===== config.mk =====
export PLATFORM = sky130hd
export DESIGN_NAME = crs_regset
export DESIGN_NICKNAME = d
export VERILOG_FILES = /design/src/inc/crs_pkg.sv /design/src/verilog/crs_regset.sv /design/src/verilog/crs_addr_decode.sv
export SDC_FILE = /design/constraint.sdc
export NUM_CORES = 1
export LEC_CHECK = 0
export BUFFER_PORTS_ARGS = -buffer_cell sky130_fd_sc_hd__buf_2
export CAP_MARGIN = 20
export CORE_UTILIZATION = 40
export CTS_CLUSTER_DIAMETER = 60
export DETAILED_ROUTE_END_ITERATION = 6
export PLACE_DENSITY = 0.53
export RECOVER_POWER = 50
export SETUP_SLACK_MARGIN = 0.02
export SLEW_MARGIN = 40
export SYNTH_ARGS = -nofsm -noshare
export SYNTH_HDL_FRONTEND = slang
export SYNTH_SLANG_ARGS = --single-unit

===== constraint.sdc =====
create_clock -name CLK -period 4.3 [get_ports CLK]
set_input_delay 0.43 -clock CLK [delete_from_list [all_inputs] [get_ports CLK]]
set_output_delay 0.43 -clock CLK [all_outputs]
set_load 0.005 [all_outputs]

===== src/inc/crs_pkg.sv =====
// Package for the CPU register set and address map block
package crs_pkg;
    // Register indices on the Wishbone bus (byte address = index * 4)
    localparam logic [5:0] REG_DATA0 = 6'h00;
    localparam logic [5:0] REG_DATA1 = 6'h01;
    localparam logic [5:0] REG_DATA2 = 6'h02;
    localparam logic [5:0] REG_DATA3 = 6'h03;
    localparam logic [5:0] REG_ADDR0 = 6'h04;
    localparam logic [5:0] REG_ADDR1 = 6'h05;
    localparam logic [5:0] REG_FRAME = 6'h06;
    localparam logic [5:0] REG_PC = 6'h07;
    localparam logic [5:0] REG_VTB = 6'h08;
    localparam logic [5:0] REG_USP = 6'h09;
    localparam logic [5:0] REG_ISP = 6'h0a;
    localparam logic [5:0] REG_SB = 6'h0b;
    localparam logic [5:0] REG_FLAGS = 6'h0c;
    localparam logic [5:0] REG_ACT_SP = 6'h0d;
    localparam logic [5:0] REG_MODE = 6'h0e;
    localparam logic [5:0] REG_DEC_ADDR = 6'h0f;
    localparam logic [5:0] REG_DEC_RES = 6'h10;
    localparam logic [5:0] REG_WIDE_DATA_LO = 6'h11;
    localparam logic [5:0] REG_WIDE_DATA_HI = 6'h12;
    localparam logic [5:0] REG_WIDE_ADDR = 6'h13;
    localparam logic [5:0] REG_BYTE_LO = 6'h14;
    localparam logic [5:0] REG_BYTE_HI = 6'h15;

    // Flag word bit positions
    localparam int FLG_BANK_BIT = 4;
    localparam int FLG_STACK_BIT = 7;
    localparam logic [15:0] FLG_IMPL_MASK = 16'h70ff;
    localparam logic [15:0] FLG_RESET = 16'h0000;
    localparam logic [15:0] REG16_RESET = 16'h0000;
    localparam logic [19:0] REG20_RESET = 20'h00000;

    // Address map boundaries
    localparam logic [19:0] ADDR_SFR_LAST = 20'h003ff;
    localparam logic [19:0] ADDR_RAM_FIRST = 20'h00400;
    localparam logic [19:0] ADDR_RAM_LAST = 20'h017ff;
    localparam logic [19:0] ADDR_RES0_FIRST = 20'h01800;
    localparam logic [19:0] ADDR_RES0_LAST = 20'h03fff;
    localparam logic [19:0] ADDR_RES1_FIRST = 20'hd0000;
    localparam logic [19:0] ADDR_RES1_LAST = 20'hdffff;
    localparam logic [19:0] ADDR_ROM_FIRST = 20'he0000;
    localparam logic [19:0] ADDR_SPV_FIRST = 20'hffe00;
    localparam logic [19:0] ADDR_SPV_LAST = 20'hffdb + 20'hf0000;
    localparam logic [19:0] ADDR_FIXV_FIRST = 20'hffdc + 20'hf0000;

    // Region codes
    typedef enum logic [2:0] {
        RGN_SFR, RGN_RAM, RGN_ROM, RGN_SPECIAL_VEC, RGN_FIXED_VEC,
        RGN_RESERVED, RGN_EXTERNAL, RGN_NONE
    } crs_region_t;

    // Decoder result
    typedef struct packed {
        logic [2:0] region;
        logic reserved;
        logic internal;
    } crs_decode_t;

    // Wishbone request
    typedef struct packed {
        logic cyc;
        logic stb;
        logic we;
        logic [3:0] sel;
        logic [5:0] idx;
        logic [31:0] dat;
    } crs_wb_req_t;
endpackage : crs_pkg


===== src/verilog/crs_regset.sv =====
// The implementer's own choices: the placing of the registers and the Wishbone register port.
`timescale 1ns/1ns
// CPU register set with two banks and Wishbone access, plus address decode
// Summary of operation
// - Decode full 20-bit one-megabyte space, narrow regions ahead of the wide ROM span.
// - Internal RAM answers at 00400h through 017FFh.
// - Peripheral register area covers 00000h through 003FFh.
// - Fixed interrupt vectors decode at FFFDCh through FFFFFh.
// - Special-page vector table decodes at FFE00h through FFFDBh.
// - Expansion mode marks 01800h-03FFFh and D0000h-DFFFFh reserved, not external.
// - Top 128 kilobytes decode as internal ROM.
// - Thirteen registers; data, address and frame base exist in two banks.
// - Four 16-bit data registers.
// - Data registers zero and one accessible as separate high and low bytes.
// - Data two with zero, and three with one, pair into 32-bit registers.
// - Two 16-bit address registers, also pairable into one 32-bit register.
// - A 16-bit frame base register.
// - A 20-bit program counter.
// - A 20-bit vector table base register.
// - User and interrupt 16-bit stack pointers, chosen by flag bit 7.
// - A 16-bit static base register.
// - Flag word implements eleven defined bits.
// - Stack flag 0 picks interrupt pointer, 1 user; interrupt acknowledge clears it.
// - Flag bit 4 selects bank zero or bank one.
module crs_regset (
    input wire logic CLK,
    input wire logic ARST_N,
    input wire logic WB_CYC_I,
    input wire logic WB_STB_I,
    input wire logic WB_WE_I,
    input wire logic [3:0] WB_SEL_I,
    input wire logic [7:2] WB_ADR_I,
    input wire logic [31:0] WB_DAT_I,
    input wire logic HW_INT_ACK,
    output logic [31:0] WB_DAT_O,
    output logic WB_ACK_O,
    output logic WB_ERR_O,
    output logic [15:0] ACTIVE_SP,
    output logic BANK_SEL,
    output crs_pkg::crs_decode_t DEC_OUT
);
    import crs_pkg::*;

    // Banked storage, index [bank][reg]: 0..3 data, 4..5 address, 6 frame
    logic [15:0] bank_ff [2][7];
    logic [19:0] pc_ff;
    logic [19:0] vtb_ff;
    logic [15:0] usp_ff;
    logic [15:0] isp_ff;
    logic [15:0] sb_ff;
    logic [15:0] flags_ff;
    logic mode_ff;
    logic [19:0] dec_addr_ff;
    logic ack_ff;
    logic err_ff;
    logic [31:0] rdat_ff;
    logic [15:0] act_sp_ff;
    logic bank_out_ff;
    crs_wb_req_t req;
    logic req_new;
    logic wr_en;
    logic map_hit;
    logic bsel;
    logic [31:0] nxt_rdat;
    logic [15:0] byte_wmask;
    crs_decode_t dec_w;
    logic wr_pc;
    logic wr_vtb;
    logic wr_usp;
    logic wr_isp;
    logic wr_sb;
    logic wr_flags;
    logic wr_mode;
    logic wr_probe;

    // Word index map on the bus (byte address is index times four):
    //   00-03  data registers zero to three, selected bank
    //   04-05  address registers zero and one, selected bank
    //   06     frame base, selected bank
    //   07     program counter, 20 bits
    //   08     vector table base, 20 bits
    //   09     user stack pointer
    //   0a     interrupt stack pointer
    //   0b     static base
    //   0c     flag word, only implemented bits stick
    //   0d     active stack pointer, steered by the stack flag
    //   0e     processor mode, bit 0 set for memory expansion
    //   0f     decoder probe address
    //   10     decoder result, read only; writes are acked and dropped
    //   11     data zero and two as one 32-bit word
    //   12     data one and three as one 32-bit word
    //   13     address zero and one as one 32-bit word
    //   14     low bytes of data zero (lane 0) and data one (lane 1)
    //   15     high bytes of data zero (lane 0) and data one (lane 1)
    //   16-3f  unmapped, answered with err and never written
    // Wide and 20-bit entries take the whole word whatever the lane selects;
    // banked sixteen-bit entries honour lanes 0 and 1, the other sixteen-bit ones take both bytes; byte entries one lane each.

    assign req = '{cyc: WB_CYC_I, stb: WB_STB_I, we: WB_WE_I, sel: WB_SEL_I,
                   idx: WB_ADR_I, dat: WB_DAT_I};
    // One answer per request: ack drops the cycle after it is given
    assign req_new = req.cyc && req.stb && !ack_ff && !err_ff;
    assign wr_en = req_new && req.we && map_hit;
    assign bsel = flags_ff[FLG_BANK_BIT];
    assign byte_wmask = {{8{req.sel[1]}}, {8{req.sel[0]}}};

    // Known register indices
    always_comb begin
        map_hit = (req.idx <= REG_BYTE_HI);
    end

    // Bus answer: ack for mapped indices, one cycle each
    always_ff @(posedge CLK or negedge ARST_N) begin
        if (!ARST_N) begin
            ack_ff <= 1'b0;
        end else begin
            ack_ff <= req_new && map_hit;
        end
    end

    // Refusal kept apart so a bad index never looks like a completed access
    always_ff @(posedge CLK or negedge ARST_N) begin
        if (!ARST_N) begin
            err_ff <= 1'b0;
        end else begin
            err_ff <= req_new && !map_hit;
        end
    end

    // Write strobes for the unbanked set; the alias follows the stack flag of this cycle,
    // so an acknowledge in the same cycle does not redirect a write already under way
    always_comb begin
        wr_pc = wr_en && (req.idx == REG_PC);
        wr_vtb = wr_en && (req.idx == REG_VTB);
        wr_usp = wr_en && (req.idx == REG_USP
            || (req.idx == REG_ACT_SP && flags_ff[FLG_STACK_BIT]));
        wr_isp = wr_en && (req.idx == REG_ISP
            || (req.idx == REG_ACT_SP && !flags_ff[FLG_STACK_BIT]));
        wr_sb = wr_en && (req.idx == REG_SB);
        wr_flags = wr_en && (req.idx == REG_FLAGS);
        wr_mode = wr_en && (req.idx == REG_MODE);
        wr_probe = wr_en && (req.idx == REG_DEC_ADDR);
    end

    // Banked words, one flop per bank and entry; only the selected bank is touched,
    // so flipping the bank flag never disturbs the hidden copy
    for (genvar b = 0; b < 2; b++) begin : g_bank
        for (genvar r = 0; r < 7; r++) begin : g_word
            logic hit;
            logic [15:0] nxt_word;

            // Which bus index reaches this word, and with what value
            always_comb begin
                hit = 1'b0;
                nxt_word = bank_ff[b][r];
                if (req.idx == 6'(r)) begin
                    hit = 1'b1;
                    nxt_word = (bank_ff[b][r] & ~byte_wmask) | (req.dat[15:0] & byte_wmask);
                end else if (req.idx == REG_WIDE_DATA_LO && (r == 0 || r == 2)) begin
                    hit = 1'b1;
                    nxt_word = (r == 0) ? req.dat[15:0] : req.dat[31:16];
                end else if (req.idx == REG_WIDE_DATA_HI && (r == 1 || r == 3)) begin
                    hit = 1'b1;
                    nxt_word = (r == 1) ? req.dat[15:0] : req.dat[31:16];
                end else if (req.idx == REG_WIDE_ADDR && (r == 4 || r == 5)) begin
                    hit = 1'b1;
                    nxt_word = (r == 4) ? req.dat[15:0] : req.dat[31:16];
                end else if (req.idx == REG_BYTE_LO && r < 2) begin
                    // Lane 0 carries data zero, lane 1 data one
                    hit = req.sel[r % 2];
                    nxt_word[7:0] = req.dat[8 * (r % 2) +: 8];
                end else if (req.idx == REG_BYTE_HI && r < 2) begin
                    hit = req.sel[r % 2];
                    nxt_word[15:8] = req.dat[8 * (r % 2) +: 8];
                end
            end

            // Storage for this word
            always_ff @(posedge CLK or negedge ARST_N) begin
                if (!ARST_N) begin
                    bank_ff[b][r] <= REG16_RESET;
                end else if (wr_en && hit && (bsel == 1'(b))) begin
                    bank_ff[b][r] <= nxt_word;
                end
            end
        end
    end

    // Program counter, 20 bits, whole word whatever the lanes
    always_ff @(posedge CLK or negedge ARST_N) begin
        if (!ARST_N) begin
            pc_ff <= REG20_RESET;
        end else if (wr_pc) begin
            pc_ff <= req.dat[19:0];
        end
    end

    // Vector table base, 20 bits, whole word
    always_ff @(posedge CLK or negedge ARST_N) begin
        if (!ARST_N) begin
            vtb_ff <= REG20_RESET;
        end else if (wr_vtb) begin
            vtb_ff <= req.dat[19:0];
        end
    end

    // User stack pointer, reached directly or through the alias
    always_ff @(posedge CLK or negedge ARST_N) begin
        if (!ARST_N) begin
            usp_ff <= REG16_RESET;
        end else if (wr_usp) begin
            usp_ff <= req.dat[15:0];
        end
    end

    // Interrupt stack pointer, reached directly or through the alias
    always_ff @(posedge CLK or negedge ARST_N) begin
        if (!ARST_N) begin
            isp_ff <= REG16_RESET;
        end else if (wr_isp) begin
            isp_ff <= req.dat[15:0];
        end
    end

    // Static base
    always_ff @(posedge CLK or negedge ARST_N) begin
        if (!ARST_N) begin
            sb_ff <= REG16_RESET;
        end else if (wr_sb) begin
            sb_ff <= req.dat[15:0];
        end
    end

    // Flag word; acknowledge wins over a same-cycle software write of the stack bit.
    // Bits outside the implemented mask always read back as zero.
    always_ff @(posedge CLK or negedge ARST_N) begin
        if (!ARST_N) begin
            flags_ff <= FLG_RESET;
        end else begin
            if (wr_flags) begin
                flags_ff <= req.dat[15:0] & FLG_IMPL_MASK;
            end
            if (HW_INT_ACK) begin
                flags_ff[FLG_STACK_BIT] <= 1'b0;
            end
        end
    end

    // Expansion mode bit
    always_ff @(posedge CLK or negedge ARST_N) begin
        if (!ARST_N) begin
            mode_ff <= 1'b0;
        end else if (wr_mode) begin
            mode_ff <= req.dat[0];
        end
    end

    // Decoder probe address; the result shows one cycle after this register moves
    always_ff @(posedge CLK or negedge ARST_N) begin
        if (!ARST_N) begin
            dec_addr_ff <= REG20_RESET;
        end else if (wr_probe) begin
            dec_addr_ff <= req.dat[19:0];
        end
    end

    crs_addr_decode u_dec (
        .clk(CLK),
        .arst_n(ARST_N),
        .addr(dec_addr_ff),
        .expand_mode(mode_ff),
        .dec_ff(dec_w)
    );

    // Read mux, banked entries from the currently selected bank
    always_comb begin
        nxt_rdat = 32'h0000_0000;
        case (req.idx)
            REG_DATA0, REG_DATA1, REG_DATA2, REG_DATA3,
            REG_ADDR0, REG_ADDR1, REG_FRAME: nxt_rdat = {16'h0000, bank_ff[bsel][req.idx[2:0]]};
            REG_PC: nxt_rdat = {12'h000, pc_ff};
            REG_VTB: nxt_rdat = {12'h000, vtb_ff};
            REG_USP: nxt_rdat = {16'h0000, usp_ff};
            REG_ISP: nxt_rdat = {16'h0000, isp_ff};
            REG_SB: nxt_rdat = {16'h0000, sb_ff};
            REG_FLAGS: nxt_rdat = {16'h0000, flags_ff};
            REG_ACT_SP: nxt_rdat = {16'h0000, flags_ff[FLG_STACK_BIT] ? usp_ff : isp_ff};
            REG_MODE: nxt_rdat = {31'h0000_0000, mode_ff};
            REG_DEC_ADDR: nxt_rdat = {12'h000, dec_addr_ff};
            REG_DEC_RES: nxt_rdat = {27'h000_0000, dec_w};
            REG_WIDE_DATA_LO: nxt_rdat = {bank_ff[bsel][2], bank_ff[bsel][0]};
            REG_WIDE_DATA_HI: nxt_rdat = {bank_ff[bsel][3], bank_ff[bsel][1]};
            REG_WIDE_ADDR: nxt_rdat = {bank_ff[bsel][5], bank_ff[bsel][4]};
            REG_BYTE_LO: nxt_rdat = {16'h0000, bank_ff[bsel][1][7:0], bank_ff[bsel][0][7:0]};
            REG_BYTE_HI: nxt_rdat = {16'h0000, bank_ff[bsel][1][15:8], bank_ff[bsel][0][15:8]};
            default: nxt_rdat = 32'h0000_0000;
        endcase
    end

    // Read data only while answering, zero otherwise, so a stale word never lingers.
    // A write answers with the old contents of the register it hits.
    always_ff @(posedge CLK or negedge ARST_N) begin
        if (!ARST_N) begin
            rdat_ff <= 32'h0000_0000;
        end else begin
            rdat_ff <= req_new ? nxt_rdat : 32'h0000_0000;
        end
    end

    // Active stack pointer copy, one cycle behind the flag
    always_ff @(posedge CLK or negedge ARST_N) begin
        if (!ARST_N) begin
            act_sp_ff <= REG16_RESET;
        end else begin
            act_sp_ff <= flags_ff[FLG_STACK_BIT] ? usp_ff : isp_ff;
        end
    end

    // Bank flag copy for the execution side, one cycle behind the flag
    always_ff @(posedge CLK or negedge ARST_N) begin
        if (!ARST_N) begin
            bank_out_ff <= 1'b0;
        end else begin
            bank_out_ff <= bsel;
        end
    end

    assign WB_DAT_O = rdat_ff;
    assign WB_ACK_O = ack_ff;
    assign WB_ERR_O = err_ff;
    assign ACTIVE_SP = act_sp_ff;
    assign BANK_SEL = bank_out_ff;
    assign DEC_OUT = dec_w;
endmodule : crs_regset


===== src/verilog/crs_addr_decode.sv =====
`timescale 1ns/1ns
// Registered 20-bit address map decoder
module crs_addr_decode (
    input wire logic clk,
    input wire logic arst_n,
    input wire logic [19:0] addr,
    input wire logic expand_mode,
    output crs_pkg::crs_decode_t dec_ff
);
    import crs_pkg::*;

    crs_decode_t nxt_dec;

    // Region lookup, narrow regions checked before the wide ROM span
    always_comb begin
        nxt_dec = '{region: RGN_NONE, reserved: 1'b0, internal: 1'b0};
        if (addr <= ADDR_SFR_LAST) begin
            nxt_dec.region = RGN_SFR;
            nxt_dec.internal = 1'b1;
        end else if (addr >= ADDR_RAM_FIRST && addr <= ADDR_RAM_LAST) begin
            nxt_dec.region = RGN_RAM;
            nxt_dec.internal = 1'b1;
        end else if (addr >= ADDR_FIXV_FIRST) begin
            nxt_dec.region = RGN_FIXED_VEC;
            nxt_dec.internal = 1'b1;
        end else if (addr >= ADDR_SPV_FIRST && addr <= ADDR_SPV_LAST) begin
            nxt_dec.region = RGN_SPECIAL_VEC;
            nxt_dec.internal = 1'b1;
        end else if (addr >= ADDR_ROM_FIRST) begin
            nxt_dec.region = RGN_ROM;
            nxt_dec.internal = 1'b1;
        end else if (expand_mode && ((addr >= ADDR_RES0_FIRST && addr <= ADDR_RES0_LAST)
                || (addr >= ADDR_RES1_FIRST && addr <= ADDR_RES1_LAST))) begin
            nxt_dec.region = RGN_RESERVED;
            nxt_dec.reserved = 1'b1;
        end else if (expand_mode) begin
            nxt_dec.region = RGN_EXTERNAL;
        end else begin
            // Single-chip: nothing answers outside internal memory
            nxt_dec.region = RGN_NONE;
        end
    end

    // Result held in a register for a clean output
    always_ff @(posedge clk or negedge arst_n) begin
        if (!arst_n) begin
            dec_ff <= '{region: RGN_NONE, reserved: 1'b0, internal: 1'b0};
        end else begin
            dec_ff <= nxt_dec;
        end
    end
endmodule : crs_addr_decode


==> impl_metrics.yaml, run 1 <==
yosys:
  yosys.area.top_type: "dfrtp_1"
  syn_inst: 1714
  synthArstFlopShare_pct: 100
  ys_top_cells_by_area: "dfrtp_1 50%, mux2_2 17%, mux2i_1 4.2%"
  yosys_warnings: 0
  yosys_register_bits: 400
  synthDominantCellAreaShare_pct: 50.1
  synthTopCellsByCount: "397 x dfrtp_1, 305 x mux2_2, 130 x nand2_1"
  synth_cell_types: 81
  synth_most_common_cell: "dfrtp_1"
  syn-num-nets: 1762
  synth_edf_count: 0
  ys_seq_area_share_pct: 50.5
  syn-cell-area_um2: 19800
  synth_ff_type: "dfrtp_1"
  synth_area_per_cell_um2: 11.6
floorplanning:
  fp.dieH_um: 225
  std_cell_rows: 81
  coreArea_um2: 49000
  dieArea_um2: 50500
  start_util_pct: 40.5
  die_w_um: 225
  ios: 104
worst_setup_path:
  end_kind: "register"
  path_max_fanout: 29
  critPathRequiredTime_ps: 4780
  path_class: "input port to register"
  start_kind: "input port"
  arrival_ps: 4040
drt:
  antenna_left: 0
  drt-vias-per-instance: 5.97
  first_pass_iters: 5
  route.final.wire_length_um: 69500
  routedWlPerCell_um: 27.8
  drc: 0
  via_count: 14900
  drt_iter0_drc: 1342
placement:
  pre_cts_ws_ps: 979
  port-buffer-count: 101
  hpwl_um: 48700
  dp_cells: 2407
  place.gp.congestion: 0.958
final_layout:
  areaGrowthSynthToFinish_pct: 14.9
  final_cells: 2495
  seq_area_um2: 10000
  multi_input_area_um2: 9220
  nets: 1843
  fill_cells: 4568
  layout-drive-gt1-share_pct: 31.4
sta:
  maxSlewHeadroom_pct: -56.0
  grt_setup_unrepaired: "no"
  fmax_ghz: 0.281
  timing.final.crit_share_pct: 82.8
  timing.final.hold_violations: 0
  fin_ws_ps: 738
  setup_viol: 0
  period_needed_ps: 3560
  fin_skew_ps: 24.5
  worst_pin_slew_ps: 2340
  setup_tns_ps: 0
  report.final.slew_viol_count: 61
cts:
  clk_latency_ps: 600
  clockBufferDepth: 3
  ctsHoldBuffers: 2
  clk_pin_slew_worst_paths_ps: 60
  cts_tree: "yes"
  cts_root_buffer: "clkbuf_16"
  cts-resized-gates: 0
  post_cts_buffers: 0
  h-tree-depth: 2
  cts.sinks: 400
  cts_buffers: 47
global_route:
  overflow: 0
  antenna_found_initial: 2
  grt_util_all_layers_pct: 27.8
  grt_pass1_vias: 15000
  grt_first_pass_wirelength_um: 102000
  grt_max_degree: 103
pwr:
  vdd_ir_drop_max_mv: 0.230
  powerDensity_nw_per_um2: 376
  leakagePower_nw: 10.5
status:
  status: "complete, but fails checks"
  violations: "max-capacitance violations, max-slew violations"
job:
  drv_cap: 2
min_path:
  hold_path_class: "input port to register"
where the power goes:
| group | switching [mW] | total [mW] | internal, mW | leakage [nW] |
|---|---|---|---|---|
| clock | 1.65 | 4.12 | 2.47 | 0.790 |
| combinational | 0.400 | 0.568 | 0.168 | 4.16 |
| sequential | 0.0422 | 3.87 | 3.83 | 5.56 |
| total | 2.09 | 8.56 | 6.46 | 10.5 |
area by class of cell:
type	count	area share, %
clock buffer	63	5.97
clock inverter	21	1.08
antenna	1	0.0110
inverter	10	0.170
multi-input combinational	1168	40.5
timing repair buffer	168	4.68
sequential	400	44.0
tap	664	3.65
worst paths after layout:
path                       depth (start not counted)  slack, ps          from                    endpoint
min in group asynchronous                          2       1110        ARST_N  asynchronous set/reset pin
hold reg to reg                                    2        480      register                    register
max in group asynchronous                          3       1190        ARST_N                   isp_ff[1]
hold / removal                                     3        180  WB_DAT_I[29]                    register
setup reg to reg                                   6       1140   flags_ff[4]                 WB_DAT_O[6]
setup / recovery                                   7        740   WB_ADR_I[3]                 WB_DAT_O[7]
cells by family after synthesis:
family	synth area share [%]
AOI/OAI and AO/OA	11.8
muxes	24.6
buffers and inverters	3.29
xor gates and xnor gates	0.0442
DFF	50.5
and+or+nand+nor	9.77
cells in the final DEF, fill, tap and decap left out, drive strengths merged, types with 8 or more instances in the layout:
cell type / netlist / layout
dfrtp: 397 / 397
mux2: 330 / 330
buf: 69 / 137
nand2: 131 / 131
nor2: 112 / 112
a21oi: 95 / 95
clkbuf: 67 / 92
mux2i: 84 / 84
nand3: 64 / 64
o21ai: 64 / 64
a22o: 34 / 34
o22ai: 22 / 22
a211oi: 19 / 19
and2: 14 / 14
o211ai: 13 / 13
inv: 9 / 13
a22oi: 12 / 12
mux4: 12 / 12
and3: 11 / 11
clkinv: 1 / 10
a221oi: 9 / 9
nand4: 9 / 9
a32o: 9 / 9
a31oi: 9 / 9
nand2b: 9 / 9
nor2b: 8 / 8
nor4: 8 / 8
metal layers:
layer	up-vias	global-route usage [%]	wire length (um)
li1	6460	-	-
met1	7710	38.2	30000
met2	594	43.6	31600
met3	124	5.51	5540
met4	2	10.2	2270
met5	-	0	12
critical path, cell delays in order:
cell	delay [ps]
clkbuf_1	1290
and2_0	470
buf_4	310
nand2_1	550
o221ai_1	590
nor4_1	110
o22ai_1	280
stage by stage:
step | hold slack (ps) | util (%) | area (um2) | total power, mW
after global routing | 207 | 46.5 | 22800 | 8.83
after detailed placement | 468 | 43.2 | 21200 | 4.50
final | 183 | 46.5 | 22800 | 8.56
after CTS | 158 | 46.6 | 22800 | 8.63
after floorplan | 134 | - | 19800 | 4.18
after global placement | 458 | 43.2 | 21200 | 4.49
(Power assumes the default switching activity.)
==> run 2: changes to the inputs <==
--- a/config.mk
+++ b/config.mk
@@ -10,7 +10,7 @@
 export CORE_UTILIZATION = 40
 export CTS_CLUSTER_DIAMETER = 60
 export DETAILED_ROUTE_END_ITERATION = 6
-export PLACE_DENSITY = 0.53
+export PLACE_DENSITY = 0.55
 export RECOVER_POWER = 50
 export SETUP_SLACK_MARGIN = 0.02
 export SLEW_MARGIN = 40
==> constraint.sdc (replaced) <==
create_clock -name CLK -period 3.09 [get_ports CLK]
set_input_delay 0.309 -clock CLK [delete_from_list [all_inputs] [get_ports CLK]]
set_output_delay 0.309 -clock CLK [all_outputs]
set_load 0.005 [all_outputs]
==> run 2 against run 1 <==
  * The flow still finishes with violations (max-capacitance violations, max-slew violations)
  * Largest cell class unchanged
  * Sequential cell count did not move
  * Global-route usage grew 0.35 points
  * Clock-buffer cell count shrank 1
==> impl_metrics.yaml, run 2 (synthesis gave the netlist of run 1 again) <==
drt:
  routedWlPerCell_um: 27.5
  drt-vias-per-instance: 5.95
  route.final.wire_length_um: 70100
  first_pass_iters: 6
  drc: 0
  antenna_left: 0
  via_count: 15200
  drt_iter0_drc: 1377
global_route:
  antenna_found_initial: 1
  grt_first_pass_wirelength_um: 103000
  grt_max_degree: 81
  grt_pass1_vias: 15200
  grt_util_all_layers_pct: 28.2
  overflow: 0
sta:
  timing.final.crit_share_pct: 93.9
  fin_skew_ps: 33.6
  worst_pin_slew_ps: 1790
  grt_setup_unrepaired: "no"
  period_needed_ps: 2900
  maxSlewHeadroom_pct: -19.0
  setup_tns_ps: 0
  fmax_ghz: 0.345
  holdWs_ps: 65.2
  setup_viol: 0
  report.final.slew_viol_count: 226
  timing.final.hold_violations: 0
pwr:
  leakagePower_nw: 10.8
  netSwitchingPower_mw: 2.93
  powerDensity_nw_per_um2: 530
  p_int_mw: 9.41
  seq_power_share_pct: 43.6
  swShare_pct: 23.7
  vdd_ir_drop_max_mv: 0.423
  combPwrFrac_pct: 6.4
  clockPowerShare_pct: 49.9
final_layout:
  fill_cells: 4491
  layout-drive-gt1-share_pct: 33.1
  layout_common_cells: "396 x dfrtp_1, 299 x mux2_2, 130 x nand2_1"
  n_antenna_cell: 0
  areaGrowthSynthToFinish_pct: 17.3
  mostFrequentLayoutCell: "dfrtp_1"
  nets: 1899
placement:
  hpwl_um: 50500
  place.gp.congestion: 0.971
  port-buffer-count: 101
cts:
  cts.sinks: 400
  clockBufferDepth: 3
  h-tree-depth: 2
  cts_root_buffer: "clkbuf_16"
  clk_latency_ps: 600
  clk_pin_slew_worst_paths_ps: 60
  post_cts_buffers: 0
  cts_buffers: 47
  cts_tree: "yes"
worst_setup_path:
  path_buf_inv: 1
  reg2reg_depth: 6
  reg2reg_slack_ps: 190
  crit_start: "WB_ERR_O"
  arrival_ps: 3360
  path_delay_family: "simple AND/OR/NAND/NOR gates"
  path_class: "register to register"
  path_cells: "nand4bb_1 > nand2b_2 > clkinvlp_2 > nand2_1 > or4b_1 > mux2_4"
  critPathRequiredTime_ps: 3540
  end_kind: "register"
  cpPeakStageDelay_ps: 900
  path_max_fanout: 8
  r2r-start: "WB_ERR_O"
  critical_path_depth: 6
  cp_slowest_cell: "or4b_1"
  start_kind: "register"
floorplanning:
  die_w_um: 225
  start_util_pct: 40.5
  std_cell_rows: 81
  fp.dieH_um: 225
  dieArea_um2: 50500
  ios: 104
  coreArea_um2: 49000
status:
  status: "complete, but fails checks"
  violations: "max-capacitance violations, max-slew violations"
job:
  drv_cap: 5
min_path:
  hp-start: "WB_DAT_I[29]"
  hold_path_class: "input port to register"
run 2: area by class of cell:
type | instances | area (um2) | share of cell area [%]
Timing Repair Buffer | 224 | 1440 | 6.17
Clock buffer | 62 | 1360 | 5.82
Tap cell | 664 | 831 | 3.57
Sequential cell | 400 | 10000 | 43.0
Multi-Input combinational cell | 1168 | 9220 | 39.6
Inverter | 10 | 38.8 | 0.167
Clock inverter | 22 | 375 | 1.61
run 2: timing repair:
item	CTS	global route
endpoints found under the hold margin	71	0
hold buffers	2	0
resized for setup	0	0
run 2: per-stage QoR:
| step | utilization (%) | cell area [um2] | setup slack, ps | power (mW) | std cells |
|---|---|---|---|---|---|
| after floorplan | - | 19800 | 919 | 5.82 | 1714 |
| after global placement | 44.1 | 21600 | 294 | 6.26 | 2463 |
| after detailed placement | 44.2 | 21600 | 249 | 6.27 | 2464 |
| after CTS | 47.7 | 23400 | 348 | 12.4 | 2550 |
| after global routing | 47.5 | 23300 | 132 | 12.7 | 2550 |
| final | 47.5 | 23300 | 188 | 12.3 | 2550 |
run 2: worst min-delay path by stage:
stage / to / slack (ps) / cells after the start
finish: register / 70 / 3
global route: register / 90 / 3
CTS: register / 50 / 3
detailed placement: asynchronous set/reset pin / 370 / 1
global placement: asynchronous set/reset pin / 360 / 1
floorplan: ACTIVE_SP[0] / 10 / 0
run 2: layer usage:
layer	GRT usage (%)	part of all wire (%)	vias up
met1	39.8	44	7821
li1	-	-	6580
met3	4.13	6.9	138
met2	43.3	45	633
met5	0	0.016	-
met4	12.0	4.3	2
run 2: worst min-delay path: stages:
cell     delay (ps)
buf_2           100
a21oi_1          70
a21oi_1         130
run 2: power by group through the flow:
| stage | Sequential (mW) | Combinational, mW | Clock (mW) |
|---|---|---|---|
| global placement | 5.47 | 0.786 | 0 |
| finish | 5.38 | 0.794 | 6.16 |
| floorplan | 5.45 | 0.368 | 0 |
| CTS | 5.38 | 0.801 | 6.24 |
| global route | 5.39 | 0.852 | 6.45 |
| detailed placement | 5.48 | 0.795 | 0 |
==> run 3: changes to the inputs <==
--- a/config.mk
+++ b/config.mk
@@ -7,10 +7,13 @@
 export LEC_CHECK = 0
 export BUFFER_PORTS_ARGS = -buffer_cell sky130_fd_sc_hd__buf_2
 export CAP_MARGIN = 20
-export CORE_UTILIZATION = 40
+export CELL_PAD_IN_SITES_DETAIL_PLACEMENT = 2
+export CELL_PAD_IN_SITES_GLOBAL_PLACEMENT = 2
+export CORE_UTILIZATION = 39
+export CTS_BUF_LIST = sky130_fd_sc_hd__clkbuf_8
 export CTS_CLUSTER_DIAMETER = 60
 export DETAILED_ROUTE_END_ITERATION = 6
-export PLACE_DENSITY = 0.55
+export PLACE_DENSITY = 0.75
 export RECOVER_POWER = 50
 export SETUP_SLACK_MARGIN = 0.02
 export SLEW_MARGIN = 40
==> run 3 against run 2 <==
  * The flow still finishes with violations (max-capacitance violations, max-slew violations)
  * Via count rose by 4.9%
  * Clock power fell by 13%
  * Sequential cell count did not move
  * First-iteration DRC count fell by 18%
  * Combinational power rose by 7.1%
  * Worst hold slack got worse by 29 ps
  * Clock-buffer cell count rose by 32
==> impl_metrics.yaml, run 3 (synthesis gave the netlist of run 1 again) <==
status:
  status: "complete, but fails checks"
  violations: "max-capacitance violations, max-slew violations"
final_layout:
  layout-drive-gt1-share_pct: 34.2
  layout_common_cells: "396 x dfrtp_1, 295 x mux2_2, 130 x nand2_1"
  nets: 1919
  mostFrequentLayoutCell: "dfrtp_1"
  areaGrowthSynthToFinish_pct: 16.6
pwr:
  powerDensity_nw_per_um2: 501
  leakagePower_nw: 10.9
  finalPower_mw: 11.6
  vdd_ir_drop_max_mv: 0.269
sta:
  maxSlewHeadroom_pct: -42.5
  setup_tns_ps: 0
  fin_skew_ps: 41.8
  period_needed_ps: 2810
  grt_setup_unrepaired: "no"
  setup_viol: 0
  timing.final.crit_share_pct: 91.0
  worst_pin_slew_ps: 2140
  timing.final.hold_violations: 0
  report.final.slew_viol_count: 61
  fmax_ghz: 0.356
worst_setup_path:
  cp_slowest_cell: "dfrtp_4"
  path_class: "register to register"
  cpPeakStageDelay_ps: 630
  critPathRequiredTime_ps: 3560
  path_max_fanout: 22
  critical_path.most_common_cell: "buf_12"
  end_kind: "register"
  arrival_ps: 3280
  path_cells: "buf_12 > buf_12 > mux2i_1 > nand2_1 > a311oi_1 > o32ai_1"
  start_kind: "register"
  reg2reg_depth: 6
cts:
  cts.sinks: 400
  cts_root_buffer: "clkbuf_8"
  cts_tree: "yes"
  clockBufferDepth: 3
  cts_buffers: 75
  clk_pin_slew_worst_paths_ps: 60
  h-tree-depth: 3
  clk_latency_ps: 690
job:
  drv_cap: 1
min_path:
  hold_path_class: "input port to register"
  whs_path_depth: 3
placement:
  place.gp.congestion: 0.950
  port-buffer-count: 101
  hpwl_um: 56600
drt:
  routedWlPerCell_um: 31.0
  drt_iter0_drc: 1124
  first_pass_iters: 5
  route.final.wire_length_um: 80500
  drt-vias-per-instance: 6.13
  via_count: 15900
  antenna_left: 0
  drc: 0
floorplanning:
  start_util_pct: 39.5
  ios: 104
  die_w_um: 227
  coreArea_um2: 50200
  fp.dieH_um: 227
  dieArea_um2: 51700
  std_cell_rows: 82
global_route:
  grt_first_pass_wirelength_um: 118000
  grt_max_degree: 70
  grt_pass1_vias: 17600
  antenna_found_initial: 4
  grt_util_all_layers_pct: 31.7
  overflow: 0
[run 3: changes by cell type in the layout (fill, tap and decap cells not counted), moves of 10 or more]
| cell | change |
|---|---|
| clkbuf_16 | -49 |
| clkbuf_8 | +86 |
| buf_4 | -10 |
| clkbuf_1 | -30 |
| inv_1 | +26 |
| buf_2 | +20 |
[run 3: layer usage]
| layer | up-vias | share of wire [%] | track usage [%] |
|---|---|---|---|
| met4 | 4 | 5.2 | 17.1 |
| met1 | 8475 | 42 | 40.4 |
| met5 | - | 0.039 | 0 |
| li1 | 6617 | - | - |
| met2 | 615 | 47 | 51.0 |
| met3 | 204 | 6.3 | 5.82 |
[run 3: report_power, final]
group / total [mW] / switching (mW) / internal (mW)
logic: 0.850 / 0.599 / 0.251
registers: 5.39 / 0.0622 / 5.33
clock network: 5.35 / 2.38 / 2.98
total: 11.6 / 3.04 / 8.56
[run 3: layout make-up]
type                    instances  area (um2)
well taps                     672         841
diodes                          1        2.50
fillers                      5064       27000
inverters                      10        38.8
clock inverters                37         244
repair buffers                216        1470
clock buffers                  94        1290
multi-input cells            1168        9220
flip-flops and latches        400       10000
[run 3: critical path, delay by kind of cell (launching register included)]
| kind | cells | cell delay [ps] |
|---|---|---|
| buffers and inverters | 2 | 460 |
| AND/OR/NAND/NOR | 1 | 190 |
| AO/OA/AOI/OAI | 2 | 820 |
| flip-flops | 1 | 630 |
| multiplexers | 1 | 490 |
[run 3: timing repair]
| action | in CTS | in global routing |
|---|---|---|
| resized for setup | 0 | 0 |
| hold buffers | 6 | 0 |
| setup buffers | 0 | 0 |
| endpoints found under the hold margin | 67 | 0 |
[run 3: path summary, 6_finish.rpt]
kind / start / endpoint / slack, ps
max: flags_ff[4] / WB_DAT_O[14] / 280
min: WB_DAT_I[31] / register / 40
max reg2reg: flags_ff[4] / WB_DAT_O[14] / 280
min reg2reg: register / register / 480
max in group asynchronous: ARST_N / flags_ff[12] / 410
min in group asynchronous: ARST_N / WB_ACK_O / 790
[run 3: through the flow]
step	util [%]	setup slack, ps	hold slack, ps	cell area (um2)	instances
finish	46.1	277	35.9	23100	2598
global route	46.1	85.0	23.6	23100	2598
CTS	46.1	315	0.392	23200	2597
detailed placement	43.0	297	336	21600	2460
global placement	42.9	270	331	21500	2458
floorplan	-	919	13.4	19800	1714
